File: config.mk
export PLATFORM = sky130hd
export DESIGN_NAME = mie_core
export DESIGN_NICKNAME = d
export VERILOG_FILES = /design/src/rtl/mie_pkg.sv /design/src/rtl/mie_mem.sv /design/src/rtl/mie_core.sv
export SDC_FILE = /design/constraint.sdc
export NUM_CORES = 1
export LEC_CHECK = 0
export BUFFER_PORTS_ARGS = -buffer_cell sky130_fd_sc_hd__buf_2
export CORE_MARGIN = 2
export CORE_UTILIZATION = 45
export CTS_CLUSTER_DIAMETER = 80
export DETAILED_ROUTE_END_ITERATION = 12
export GPL_TIMING_DRIVEN = 0
export MAX_ROUTING_LAYER = met4
export PLACE_DENSITY = 0.64
export REMOVE_ABC_BUFFERS = 1
export SLEW_MARGIN = 20
export SYNTH_ARGS = -nofsm -noshare
export SYNTH_HDL_FRONTEND = slang
export SYNTH_SLANG_ARGS = --single-unit
File: constraint.sdc
create_clock -name core_clk -period 11.2 [get_ports core_clk]
set_input_delay 1.12 -clock core_clk [delete_from_list [all_inputs] [get_ports core_clk]]
set_output_delay 1.12 -clock core_clk [all_outputs]
set_load 0.005 [all_outputs]
File: src/rtl/mie_pkg.sv
package mie_pkg;

	// ****************************************
	// Widths and special register addresses
	// ****************************************
	localparam int PC_W = 13;
	localparam int RA_W = 6;
	localparam int RF_DEPTH = 64;
	localparam int STK_DEPTH = 8;
	localparam int STK_PTR_W = 3;
	localparam int INSN_W = 15;
	localparam logic [5:0] ADR_PC = 6'h02;
	localparam logic [5:0] ADR_STATUS = 6'h03;
	localparam logic [5:0] ADR_TPL = 6'h04;
	localparam logic [5:0] ADR_TPH = 6'h05;
	localparam logic [5:0] ADR_IO = 6'h06;

	// ****************************************
	// Reset values and timing
	// ****************************************
	localparam logic [PC_W-1:0] PC_RST = 13'h0000;
	localparam logic [7:0] BYTE_RST = 8'h00;
	localparam logic [STK_PTR_W-1:0] SP_RST = 3'h0;
	// Oscillator periods per instruction cycle
	localparam int OSC_PER_CYCLE = 2;
	localparam logic PHASE_LAST = 1'(OSC_PER_CYCLE - 1);

	// ****************************************
	// Operation codes, bits 14..10 of a word
	// ****************************************
	typedef enum logic [4:0] {
		OP_NOP = 5'h00, OP_RESET = 5'h01, OP_TABLE_WRITE_START = 5'h02,
		OP_TABLE_READ_TO_BOTH = 5'h03, OP_MOVRA = 5'h04, OP_MOVAR = 5'h05,
		OP_ADD = 5'h06, OP_SUB = 5'h07, OP_AND = 5'h08,
		OP_OR = 5'h09, OP_XOR = 5'h0A, OP_CLR = 5'h0B,
		OP_NEG = 5'h0C, OP_BC = 5'h0D, OP_BS = 5'h0E,
		OP_JBC = 5'h0F, OP_JBS = 5'h10, OP_JER = 5'h11,
		OP_JGER = 5'h12, OP_JLER = 5'h13, OP_JEK = 5'h14,
		OP_MOVAK = 5'h15, OP_ADDAK = 5'h16, OP_SJC = 5'h17,
		OP_SHORT_JUMP_IF_NO_CARRY = 5'h18, OP_SJZ = 5'h19, OP_SHORT_JUMP_IF_NOT_ZERO = 5'h1A,
		OP_LONG_CALL = 5'h1B, OP_LONG_JUMP = 5'h1C, OP_JMP = 5'h1D,
		OP_RET = 5'h1E
	} mie_op_t;

	// Instruction word layout
	typedef struct packed {
		mie_op_t op;
		logic dest;
		logic [2:0] bitsel;
		logic [RA_W-1:0] ra;
	} mie_insn_t;

	// Status flags, low five bits of the status register
	typedef struct packed {
		logic n;
		logic ov;
		logic dc;
		logic c;
		logic z;
	} mie_flags_t;

	typedef struct packed {
		logic [7:0] res;
		logic c;
		logic dc;
		logic ov;
	} mie_alu_t;

	// Sequencer states, Gray coded along run, flush, table
	typedef enum logic [1:0] {
		ST_RUN = 2'b00,
		ST_FLUSH = 2'b01,
		ST_TABLE = 2'b11
	} mie_state_t;

	// Adder with carry in, shared by add, subtract and negate
	function automatic mie_alu_t alu_add(input logic [7:0] x,
		input logic [7:0] y, input logic cin);
		logic [8:0] s;
		logic [4:0] h;
		mie_alu_t r;
		s = {1'b0, x} + {1'b0, y} + {8'h00, cin};
		h = {1'b0, x[3:0]} + {1'b0, y[3:0]} + {4'h0, cin};
		r.res = s[7:0];
		r.c = s[8];
		r.dc = h[4];
		r.ov = (x[7] == y[7]) && (s[7] != x[7]);
		return r;
	endfunction

	// Addresses served by core logic rather than the memory
	function automatic logic is_special(input logic [RA_W-1:0] a);
		return (a >= ADR_PC) && (a <= ADR_IO);
	endfunction

endpackage

File: src/rtl/mie_mem.sv
`timescale 1ns/1ns
module mie_mem #(
	parameter int WIDTH = 8,
	parameter int DEPTH = 64,
	parameter int AW = 6
) (
	// Clock
	input wire logic clk,
	// Write port
	input wire logic we,
	input wire logic [AW-1:0] waddr,
	input wire logic [WIDTH-1:0] wdata,
	// Read port, data registered
	input wire logic [AW-1:0] raddr,
	output logic [WIDTH-1:0] rdata_r
);

	logic [WIDTH-1:0] mem [DEPTH];

	// Contents carry no reset; read lags address by one clock
	always_ff @(posedge clk) begin
		if (we) begin
			mem[waddr] <= wdata;
		end
		rdata_r <= mem[raddr];
	end

endmodule

File: src/rtl/mie_core.sv
`timescale 1ns/1ns
// Function
// - decode 15-bit word, opcode plus operands
// - ordinary instruction takes one two-clock cycle
// - writing program counter register costs two cycles
// - long call, long jump, taken skips: two cycles
// - set, clear, test any single register bit
// - port register reads return the pins, writes go to the output latch
// - literals are 8 or 10 bits
// - software reset restores all reset values
// - table write start leaves flags alone
// - table read: low byte to A, high to R
// - compare with accumulator, skip, flags untouched
// - short jumps reach +127 to -128 words
// - long targets from next word; call pushes first
// - negate is inverse plus one, five flags
module mie_core import mie_pkg::*; (
	// Clock and reset
	input wire logic core_clk,
	input wire logic rst_n,
	// Program flash
	output logic [PC_W-1:0] prog_addr_r,
	input wire logic [INSN_W-1:0] prog_rdata,
	// Table write request
	output logic tbl_wr_start_r,
	output logic [PC_W-1:0] tbl_wr_addr_r,
	output logic [7:0] tbl_wr_data_r,
	// Port register
	input wire logic [7:0] io_in,
	output logic [7:0] io_out_r
);

	// ****************************************
	// State
	// ****************************************
	logic srst;
	logic soft_rst_r;
	logic phase_r;
	logic ce;
	mie_state_t state_r;
	mie_insn_t ir_r;
	logic [PC_W-1:0] pc_r;
	logic [PC_W-1:0] cur_r;
	logic [7:0] acc_r;
	mie_flags_t flags_r;
	logic [PC_W-1:0] tp_r;
	logic [STK_PTR_W-1:0] sp_r;
	logic [RA_W-1:0] tbl_reg_r;
	logic [7:0] rf_rdata;
	logic [PC_W-1:0] stk_rdata;
	logic exec;

	// Decode and execute results
	logic [7:0] rval;
	logic [7:0] k8;
	logic [7:0] res;
	logic [7:0] bmask;
	mie_alu_t s;
	mie_flags_t fl_nxt;
	logic wr_r;
	logic wr_a;
	logic skip;
	logic jump;
	logic push;
	logic pop;
	logic do_tbr;
	logic do_tbw;
	logic do_rst;
	logic [PC_W-1:0] tgt;
	logic wr_en;
	logic [RA_W-1:0] wr_addr;
	logic [7:0] wr_data;
	logic redirect;
	logic [PC_W-1:0] pc_nxt;

	// Software reset shares the synchronous reset path
	assign srst = !rst_n || soft_rst_r;
	assign ce = (phase_r == PHASE_LAST);
	assign exec = ce && (state_r == ST_RUN);
	assign k8 = {ir_r.bitsel[1:0], ir_r.ra};
	assign bmask = 8'h01 << ir_r.bitsel;

	// ****************************************
	// Memories
	// ****************************************
	mie_mem #(.WIDTH(8), .DEPTH(RF_DEPTH), .AW(RA_W)) u_rf (
		.clk(core_clk),
		.we(wr_en && !is_special(wr_addr)),
		.waddr(wr_addr),
		.wdata(wr_data),
		.raddr(ir_r.ra),
		.rdata_r(rf_rdata)
	);

	mie_mem #(.WIDTH(PC_W), .DEPTH(STK_DEPTH), .AW(STK_PTR_W)) u_stk (
		.clk(core_clk),
		.we(exec && push),
		.waddr(sp_r),
		.wdata(pc_r + 13'h0001),
		.raddr(sp_r - 3'h1),
		.rdata_r(stk_rdata)
	);

	// ****************************************
	// Operand read
	// ****************************************
	// Specials and the port read like any other register
	always_comb begin
		case (ir_r.ra)
			ADR_PC: rval = cur_r[7:0];
			ADR_STATUS: rval = {3'h0, flags_r};
			ADR_TPL: rval = tp_r[7:0];
			ADR_TPH: rval = {3'h0, tp_r[12:8]};
			ADR_IO: rval = io_in;
			default: rval = rf_rdata;
		endcase
	end

	// ****************************************
	// Execute
	// ****************************************
	// One decode per cycle, word split by field layout
	always_comb begin
		s = alu_add(acc_r, rval, 1'b0);
		res = BYTE_RST;
		fl_nxt = flags_r;
		wr_r = 1'b0;
		wr_a = 1'b0;
		skip = 1'b0;
		jump = 1'b0;
		push = 1'b0;
		pop = 1'b0;
		do_tbr = 1'b0;
		do_tbw = 1'b0;
		do_rst = 1'b0;
		tgt = pc_r;
		case (ir_r.op)
			OP_RESET: do_rst = 1'b1;
			OP_TABLE_WRITE_START: do_tbw = 1'b1;
			OP_TABLE_READ_TO_BOTH: do_tbr = 1'b1;
			OP_MOVRA: begin
				res = acc_r;
				wr_r = 1'b1;
			end
			OP_MOVAR: begin
				res = rval;
				wr_a = 1'b1;
				fl_nxt.z = (rval == 8'h00);
			end
			OP_ADD, OP_SUB, OP_ADDAK, OP_NEG: begin
				if (ir_r.op == OP_SUB) begin
					s = alu_add(rval, ~acc_r, 1'b1);
				end else if (ir_r.op == OP_ADDAK) begin
					s = alu_add(acc_r, k8, 1'b0);
				end else if (ir_r.op == OP_NEG) begin
					s = alu_add(~rval, 8'h00, 1'b1);
				end
				res = s.res;
				fl_nxt = '{n: s.res[7], ov: s.ov, dc: s.dc, c: s.c,
					z: (s.res == 8'h00)};
				wr_r = (ir_r.op == OP_NEG) ||
					(ir_r.op != OP_ADDAK && ir_r.dest);
				wr_a = !wr_r;
			end
			OP_AND, OP_OR, OP_XOR: begin
				if (ir_r.op == OP_AND) begin
					res = acc_r & rval;
				end else if (ir_r.op == OP_OR) begin
					res = acc_r | rval;
				end else begin
					res = acc_r ^ rval;
				end
				fl_nxt.z = (res == 8'h00);
				fl_nxt.n = res[7];
				wr_r = ir_r.dest;
				wr_a = !ir_r.dest;
			end
			OP_CLR: begin
				wr_r = 1'b1;
				fl_nxt.z = 1'b1;
			end
			OP_BC: begin
				res = rval & ~bmask;
				wr_r = 1'b1;
			end
			OP_BS: begin
				res = rval | bmask;
				wr_r = 1'b1;
			end
			OP_JBC: skip = ((rval & bmask) == 8'h00);
			OP_JBS: skip = ((rval & bmask) != 8'h00);
			OP_JER: skip = (rval == acc_r);
			OP_JGER: skip = (rval > acc_r);
			OP_JLER: skip = (rval < acc_r);
			OP_JEK: skip = (k8 == acc_r);
			OP_MOVAK: begin
				res = k8;
				wr_a = 1'b1;
			end
			OP_SJC, OP_SHORT_JUMP_IF_NO_CARRY, OP_SJZ, OP_SHORT_JUMP_IF_NOT_ZERO: begin
				// Signed 8-bit offset bounds the reach by itself
				tgt = cur_r + {{5{k8[7]}}, k8};
				case (ir_r.op)
					OP_SJC: jump = flags_r.c;
					OP_SHORT_JUMP_IF_NO_CARRY: jump = !flags_r.c;
					OP_SJZ: jump = flags_r.z;
					default: jump = !flags_r.z;
				endcase
			end
			OP_LONG_CALL, OP_LONG_JUMP: begin
				// Second word is on the flash bus right now
				tgt = prog_rdata[PC_W-1:0];
				push = (ir_r.op == OP_LONG_CALL);
				jump = 1'b1;
			end
			OP_JMP: begin
				tgt = {cur_r[12:10], ir_r.dest, ir_r.bitsel,
					ir_r.ra};
				jump = 1'b1;
			end
			OP_RET: begin
				tgt = stk_rdata;
				pop = 1'b1;
				jump = 1'b1;
			end
			default: ;
		endcase
		// A register write aimed at the program counter
		if (wr_r && ir_r.ra == ADR_PC) begin
			tgt = {cur_r[12:8], res};
			jump = 1'b1;
		end
	end

	// Shared register write path: execute or table read
	always_comb begin
		wr_en = 1'b0;
		wr_addr = ir_r.ra;
		wr_data = res;
		if (ce && state_r == ST_TABLE) begin
			wr_en = 1'b1;
			wr_addr = tbl_reg_r;
			wr_data = {1'b0, prog_rdata[14:8]};
		end else if (exec && wr_r) begin
			wr_en = 1'b1;
		end
	end

	assign redirect = exec && (jump || skip);
	assign pc_nxt = (exec && jump) ? tgt : pc_r + 13'h0001;

	// ****************************************
	// Sequencer
	// ****************************************
	// Divider: phase 1 closes each instruction cycle
	always_ff @(posedge core_clk) begin
		if (srst) begin
			phase_r <= 1'b0;
		end else begin
			phase_r <= !phase_r;
		end
	end

	// Fetch, flush and table cycles
	always_ff @(posedge core_clk) begin
		if (srst) begin
			state_r <= ST_FLUSH;
			ir_r <= '{op: OP_NOP, dest: 1'b0, bitsel: 3'h0, ra: 6'h00};
			pc_r <= PC_RST;
			cur_r <= PC_RST;
			prog_addr_r <= PC_RST;
			tbl_reg_r <= 6'h00;
		end else if (ce && state_r == ST_TABLE) begin
			// Next word already held in ir; fetch resumes after it
			state_r <= ST_RUN;
			prog_addr_r <= pc_r;
		end else if (ce) begin
			// Word fetched on a redirect is dropped; the flush cycle loads the target
			ir_r <= mie_insn_t'(prog_rdata);
			cur_r <= pc_r;
			pc_r <= pc_nxt;
			prog_addr_r <= (exec && do_tbr) ? tp_r : pc_nxt;
			tbl_reg_r <= ir_r.ra;
			if (redirect) begin
				state_r <= ST_FLUSH;
			end else if (exec && do_tbr) begin
				state_r <= ST_TABLE;
			end else begin
				state_r <= ST_RUN;
			end
		end
	end

	// Accumulator
	always_ff @(posedge core_clk) begin
		if (srst) begin
			acc_r <= BYTE_RST;
		end else if (ce && state_r == ST_TABLE) begin
			acc_r <= prog_rdata[7:0];
		end else if (exec && wr_a) begin
			acc_r <= res;
		end
	end

	// Flags: an explicit status write beats the op's update
	always_ff @(posedge core_clk) begin
		if (srst) begin
			flags_r <= '0;
		end else if (wr_en && wr_addr == ADR_STATUS) begin
			flags_r <= wr_data[4:0];
		end else if (exec) begin
			flags_r <= fl_nxt;
		end
	end

	// Table pointer and port register
	always_ff @(posedge core_clk) begin
		if (srst) begin
			tp_r <= PC_RST;
			io_out_r <= BYTE_RST;
		end else if (wr_en) begin
			if (wr_addr == ADR_TPL) begin
				tp_r[7:0] <= wr_data;
			end
			if (wr_addr == ADR_TPH) begin
				tp_r[12:8] <= wr_data[4:0];
			end
			if (wr_addr == ADR_IO) begin
				io_out_r <= wr_data;
			end
		end
	end

	// Stack pointer wraps over eight levels
	always_ff @(posedge core_clk) begin
		if (srst) begin
			sp_r <= SP_RST;
		end else if (exec && push) begin
			sp_r <= sp_r + 3'h1;
		end else if (exec && pop) begin
			sp_r <= sp_r - 3'h1;
		end
	end

	// Table write request and software reset
	always_ff @(posedge core_clk) begin
		if (srst) begin
			tbl_wr_start_r <= 1'b0;
			tbl_wr_addr_r <= PC_RST;
			tbl_wr_data_r <= BYTE_RST;
			soft_rst_r <= 1'b0;
		end else begin
			tbl_wr_start_r <= exec && do_tbw;
			if (exec && do_tbw) begin
				tbl_wr_addr_r <= tp_r;
				tbl_wr_data_r <= acc_r;
			end
			soft_rst_r <= exec && do_rst;
		end
	end

endmodule

==> results of run 1 <==
==> final cells by class <==
cell class | instances | area (sq um) | share of cell area (%)
flip-flops and latches | 760 | 21400 | 55.3
multi-input cells | 1461 | 12100 | 31.3
clock buffers | 103 | 2090 | 5.39
well taps | 969 | 1210 | 3.13
repair buffers | 106 | 1130 | 2.93
clock inverters | 43 | 551 | 1.42
inverters | 49 | 184 | 0.475
==> cell families after synthesis <==
family          after synthesis  share of synthesized area [%]
xor+xnor                     34                          0.896
other cells                   1                         0.0110
flops                       760                           62.7
compound gates              464                           9.10
simple gates                634                           8.76
buf+inv                     190                           2.50
mux                         235                           13.9
fa+ha+maj                    54                           2.07
==> metal layers <==
metal / GRT usage, % / part of all wire [%]
met5: - / 0
met1: 33.6 / 41
met3: 4.36 / 7.6
met2: 38.8 / 47
met4: 9.35 / 3.7
==> power breakdown <==
group | internal, mW | total, mW | switching [mW] | leakage, nW
Combinational | 0.219 | 0.617 | 0.398 | 4.60
Sequential | 3.12 | 3.17 | 0.0516 | 6.89
Clock | 1.51 | 2.63 | 1.12 | 1.27
==> worst min-delay path: stages, from the launching register on <==
cell and delay [ns]:
dfxtp_1 0.30, nand2_1 0.05, a21oi_1 0.05
==> layout by cell type, fill, tap and decap left out, types with 24 or more instances in the layout <==
master     netlist  layout
a21oi_1        145     142
nor2_1         161     152
mux2i_1         29      29
mux4_2         190     190
ha_1            50      49
edfxtp_1       616     616
nand3_1         63      62
o31ai_1         25      24
conb_1           1      40
dfxtp_1        144     136
inv_1           45      42
buf_2           28      67
o21ai_0         68      68
nand2_1        234     233
clkbuf_16        0      79
xnor2_1         25      25
==> through the flow <==
step           setup WS, ns  instances
6_report               4.62       3491
5_1_grt                4.45       3491
4_1_cts                4.85       3491
3_5_place_dp           4.41       3345
3_3_place_gp          -7.57       3306
2_1_floorplan         0.240       2270
==> path summary, 6_finish.rpt <==
path	start	cells past startpoint	to	slack, ns
worst max-delay path	ir_r[1]	14	u_rf.mem[0][2]	4.62
worst min-delay path	tbl_wr_addr_r[11]	2	tbl_wr_addr_r[11]	0.45
worst max register to register	ir_r[1]	14	u_rf.mem[0][2]	4.62
worst min register to register	tbl_wr_addr_r[11]	2	tbl_wr_addr_r[11]	0.45
==> impl_metrics.json, run 1 <==
{
  "async_flop_share_pct": 0,
  "postCtsSetupRepairBufs": 0,
  "critPathTopFamily": "compound AO/OA/AOI/OAI gates",
  "irDropWorstVdd_mv": 0.147,
  "worst-path-buf-inv": 3,
  "cts_buffers": 79,
  "drc": 0,
  "finalMaxSlewViolations": 0,
  "cp_cell_sequence": "mux2i_1 -> o21ai_0 -> a22oi_1 -> o21ai_0 -> inv_1 -> fa_1 -> xnor2_1 -> nand2_1 -> a21o_1 -> o311ai_1 -> o221ai_1 -> mux2i_1 -> inv_2 -> buf_12",
  "rsz0062_at_grt": "false",
  "power_leakage_nw": 12.8,
  "cts-htree-levels": 3,
  "synth_area_sq_um": 34100,
  "die_w_um": 279,
  "synth_commonest_cells": "edfxtp_1, nand2_1, mux4_2",
  "stdcell_area_sq_um": 38700,
  "antenna_found_initial": 0,
  "die_y_um": 279,
  "fillers": 6077,
  "tightest_slew_ns": 1.20,
  "hold_class": "flip-flop to flip-flop",
  "ant_nets": 0,
  "yosysUniqueCellTypes": 101,
  "skew_ns": 0.0458,
  "yosysMostFrequentCell": "edfxtp_1",
  "path_max_fanout": 46,
  "cts_tree": "done",
  "max_cap_viol_count": 0,
  "gp_congestion": 0.954,
  "drtIter0Drc": 2659,
  "synth_warnings": 0,
  "grt_max_degree": 69,
  "finalCriticalPeriod_ns": 6.58,
  "arrival_ns": 6.91,
  "grt_pass1_vias": 21125,
  "gr-total-overflow": 0,
  "postPlaceCellArea_sq_um": 36100,
  "maxSlewHeadroom_pct": 19.8,
  "final_core_util_pct": 51.8,
  "setup_viol": 0,
  "ctsHoldBuffers": 0,
  "vias": 21633,
  "area_growth_syn_to_layout_pct": 13.5,
  "max_stage_delay_ns": 0.91,
  "hold_ws_ns": 0.450,
  "grt_pass1_wl_mm": 141,
  "ctsResizeCount": 0,
  "setup_tns_ns": 0,
  "viasPerCell": 6.20,
  "start_kind": "flip-flop",
  "insertion_delay_ns": 0.66,
  "hpwl_mm": 65.0,
  "nNetsFinal": 2536,
  "fin_crit_sh_pct": 58.7,
  "end_kind": "flip-flop",
  "synthCells": 2372,
  "reg_top3": "u_rf.mem: 512 flops, u_stk.mem: 104 flops, ir_r: 15 flops",
  "power.density_nw_per_um2": 166,
  "largest-register": "u_rf.mem",
  "synth_top_area_cell": "edfxtp_1",
  "start_util_pct": 45.6,
  "ys.flop_type": "edfxtp_1",
  "clk_pin_slew_ns": 0.06,
  "required_ns": 11.53,
  "drive_above_1_share_pct": 19.9,
  "die_area_sq_um": 78000,
  "status": "finished, final reports clean",
  "synth.top_cell.area_share_pct": 54.3,
  "coreArea_sq_um": 74700,
  "finalHoldViolCount": 0,
  "largest_register_ffs": 512,
  "clk_path_buf_depth": 3,
  "slowest_stage": "mux2i_1",
  "p_total_mw": 6.41,
  "max_freq_ghz": 0.152,
  "placementRows": 100,
  "synth_edf_count": 616,
  "seq_area_frac_synth_pct": 62.7,
  "antenna_cells": 0,
  "routedWlPerCell_um": 27.2,
  "wl_mm": 95.0,
  "grt_usage_pct": 25.2,
  "first_pass_iters": 6,
  "synth_area_leaders": "edfxtp_1, mux4_2, dfxtp_1",
  "ys_ff_latch": 760,
  "port_buffers": 67,
  "crit_type": "flip-flop to flip-flop",
  "io_pins": 68,
  "clkSinkCount": 760,
  "syn_area_per_cell_sq_um": 14.4,
  "root_buffer": "clkbuf_16"
}
Note: power is estimated with default switching activity, not from simulation.
==> run 2, diff against run 1 <==
Settings changed: PLACE_DENSITY 0.64 to 0.67.
Clock period 11.2 ns to 5.49 ns, I/O delays scaled along.
==> impl_metrics.json, run 2 (synthesis results as in run 1) <==
{
  "status": "finished, final reports clean",
  "finalMaxSlewViolations": 0,
  "power_leakage_nw": 12.7,
  "path_max_fanout": 40,
  "ant_nets": 0,
  "final_cell_mix": "edfxtp_1, nand2_1, mux4_2",
  "dp_cells": 3341,
  "cts_tree": "done",
  "finalCriticalPeriod_ns": 5.39,
  "r2r_cells": 15,
  "wl_mm": 93.2,
  "drtIter0Drc": 2807,
  "placementRows": 100,
  "hold_ws_ns": 0.210,
  "insertion_delay_ns": 0.64,
  "hpwl_mm": 63.6,
  "grt_pass1_vias": 21449,
  "arrival_ns": 5.72,
  "hold_class": "primary input to flip-flop",
  "grt_max_degree": 69,
  "skew_ns": 0.0493,
  "drive_above_1_share_pct": 20.0,
  "gp_congestion": 0.988,
  "finalHoldViolCount": 0,
  "grt_usage_pct": 24.6,
  "first_pass_iters": 8,
  "finalWorstSetupSlack_ns": 0.102,
  "power.density_nw_per_um2": 332,
  "antenna_found_initial": 0,
  "crit_type": "flip-flop to flip-flop",
  "irDropWorstVdd_mv": 0.294,
  "max_freq_ghz": 0.186,
  "mostFrequentLayoutCell": "edfxtp_1",
  "ctsHoldBuffers": 0,
  "die_area_sq_um": 78000,
  "rsz0062_at_grt": "false",
  "drc": 0,
  "io_pins": 68,
  "hold_start": "prog_rdata[14]",
  "cts-htree-levels": 3,
  "start_kind": "flip-flop",
  "nNetsFinal": 2538,
  "place_ws_ns": -0.759,
  "largest-register": "u_rf.mem",
  "hold_depth": 3,
  "reg_top3": "u_rf.mem: 512 flops, u_stk.mem: 104 flops, ir_r: 15 flops",
  "cts_buffers": 78,
  "clkSinkCount": 760,
  "clk_pin_slew_ns": 0.06,
  "crit_path_start": "ir_r[3]",
  "root_buffer": "clkbuf_16",
  "die_w_um": 279,
  "coreArea_sq_um": 74700,
  "setup_viol": 0,
  "start_util_pct": 45.6,
  "tightest_slew_ns": 1.13,
  "gr-total-overflow": 0,
  "grt_pass1_wl_mm": 139,
  "critPathCapture": "u_rf.mem[5][2]",
  "r2r-start": "ir_r[3]",
  "maxSlewHeadroom_pct": 24.5,
  "layout.cells.non_filler": 3484,
  "clk_path_buf_depth": 3,
  "die_y_um": 279,
  "r2r_setup_slack_ns": 0.10,
  "max_cap_viol_count": 0,
  "antenna_cells": 0,
  "area_growth_syn_to_layout_pct": 13.1,
  "r2r_end": "u_rf.mem[5][2]",
  "viasPerCell": 6.29,
  "port_buffers": 67,
  "vias": 21923,
  "required_ns": 5.83,
  "routedWlPerCell_um": 26.7,
  "fin_crit_sh_pct": 98.1,
  "largest_register_ffs": 512,
  "end_kind": "flip-flop"
}
-- run 2: cell type report --
| cell class | instances | area, sq um |
|---|---|---|
| tap | 969 | 1210 |
| clock buffer | 101 | 2050 |
| sequential | 760 | 21400 |
| inverter | 49 | 210 |
| timing repair buffer | 108 | 1120 |
| multi-input combinational | 1462 | 12200 |
| clock inverter | 35 | 383 |
| fill | 6067 | 36100 |
-- run 2: worst max-delay path, stage by stage, from the launching register on --
cell,delay [ns]
dfxtp_4,0.39
buf_16,0.21
or3_4,0.50
nor3_4,0.33
o22a_2,0.31
ha_1,0.26
inv_1,0.08
fa_1,0.44
xnor2_1,0.21
nand2_1,0.11
a21o_1,0.21
o311ai_1,0.16
o221ai_1,0.46
mux2i_2,0.65
inv_2,0.43
buf_12,0.28
-- run 2: where the power goes --
group	switching, mW	internal (mW)
Clock	2.21	2.86
Sequential	0.0989	6.36
Combinational	0.832	0.458
Total	3.14	9.67
-- run 2: how the worst min path moves through the flow --
stage | slack, ns | endpoint
after floorplan | 0.45 | prog_addr_r[12]
after global placement | 0.44 | prog_addr_r[10]
after detailed placement | 0.45 | tbl_wr_addr_r[3]
after CTS | 0.19 | ir_r[14]
after global routing | 0.21 | ir_r[14]
final | 0.21 | ir_r[14]
-- run 2: metrics by stage --
stage	area, sq um	utilization [%]	setup TNS (ns)	power, mW
finish	38600	51.6	0	12.8
global placement	35100	47.0	-8589.65	7.82
detailed placement	36000	48.2	-189.98	7.81
floorplan	33600	-	-3357.47	7.34
global route	38600	51.6	0	13.2
CTS	38500	51.5	0	12.9
-- run 2: repair_timing --
| action | in CTS | in global routing |
|---|---|---|
| cloned | 0 | 1 |
| endpoints found under the setup margin | 394 | 266 |
| gates resized for setup | 9 | 14 |
| pin swaps | 2 | 3 |
| buffers inserted | 3 | 3 |
-- run 2: layer usage --
layer,track usage (%),vias up,wire length (um)
met5,-,-,0
met4,9.54,0,4170
met3,4.00,247,8470
met2,37.8,1208,42900
met1,33.1,10992,37600
li1,-,9476,-
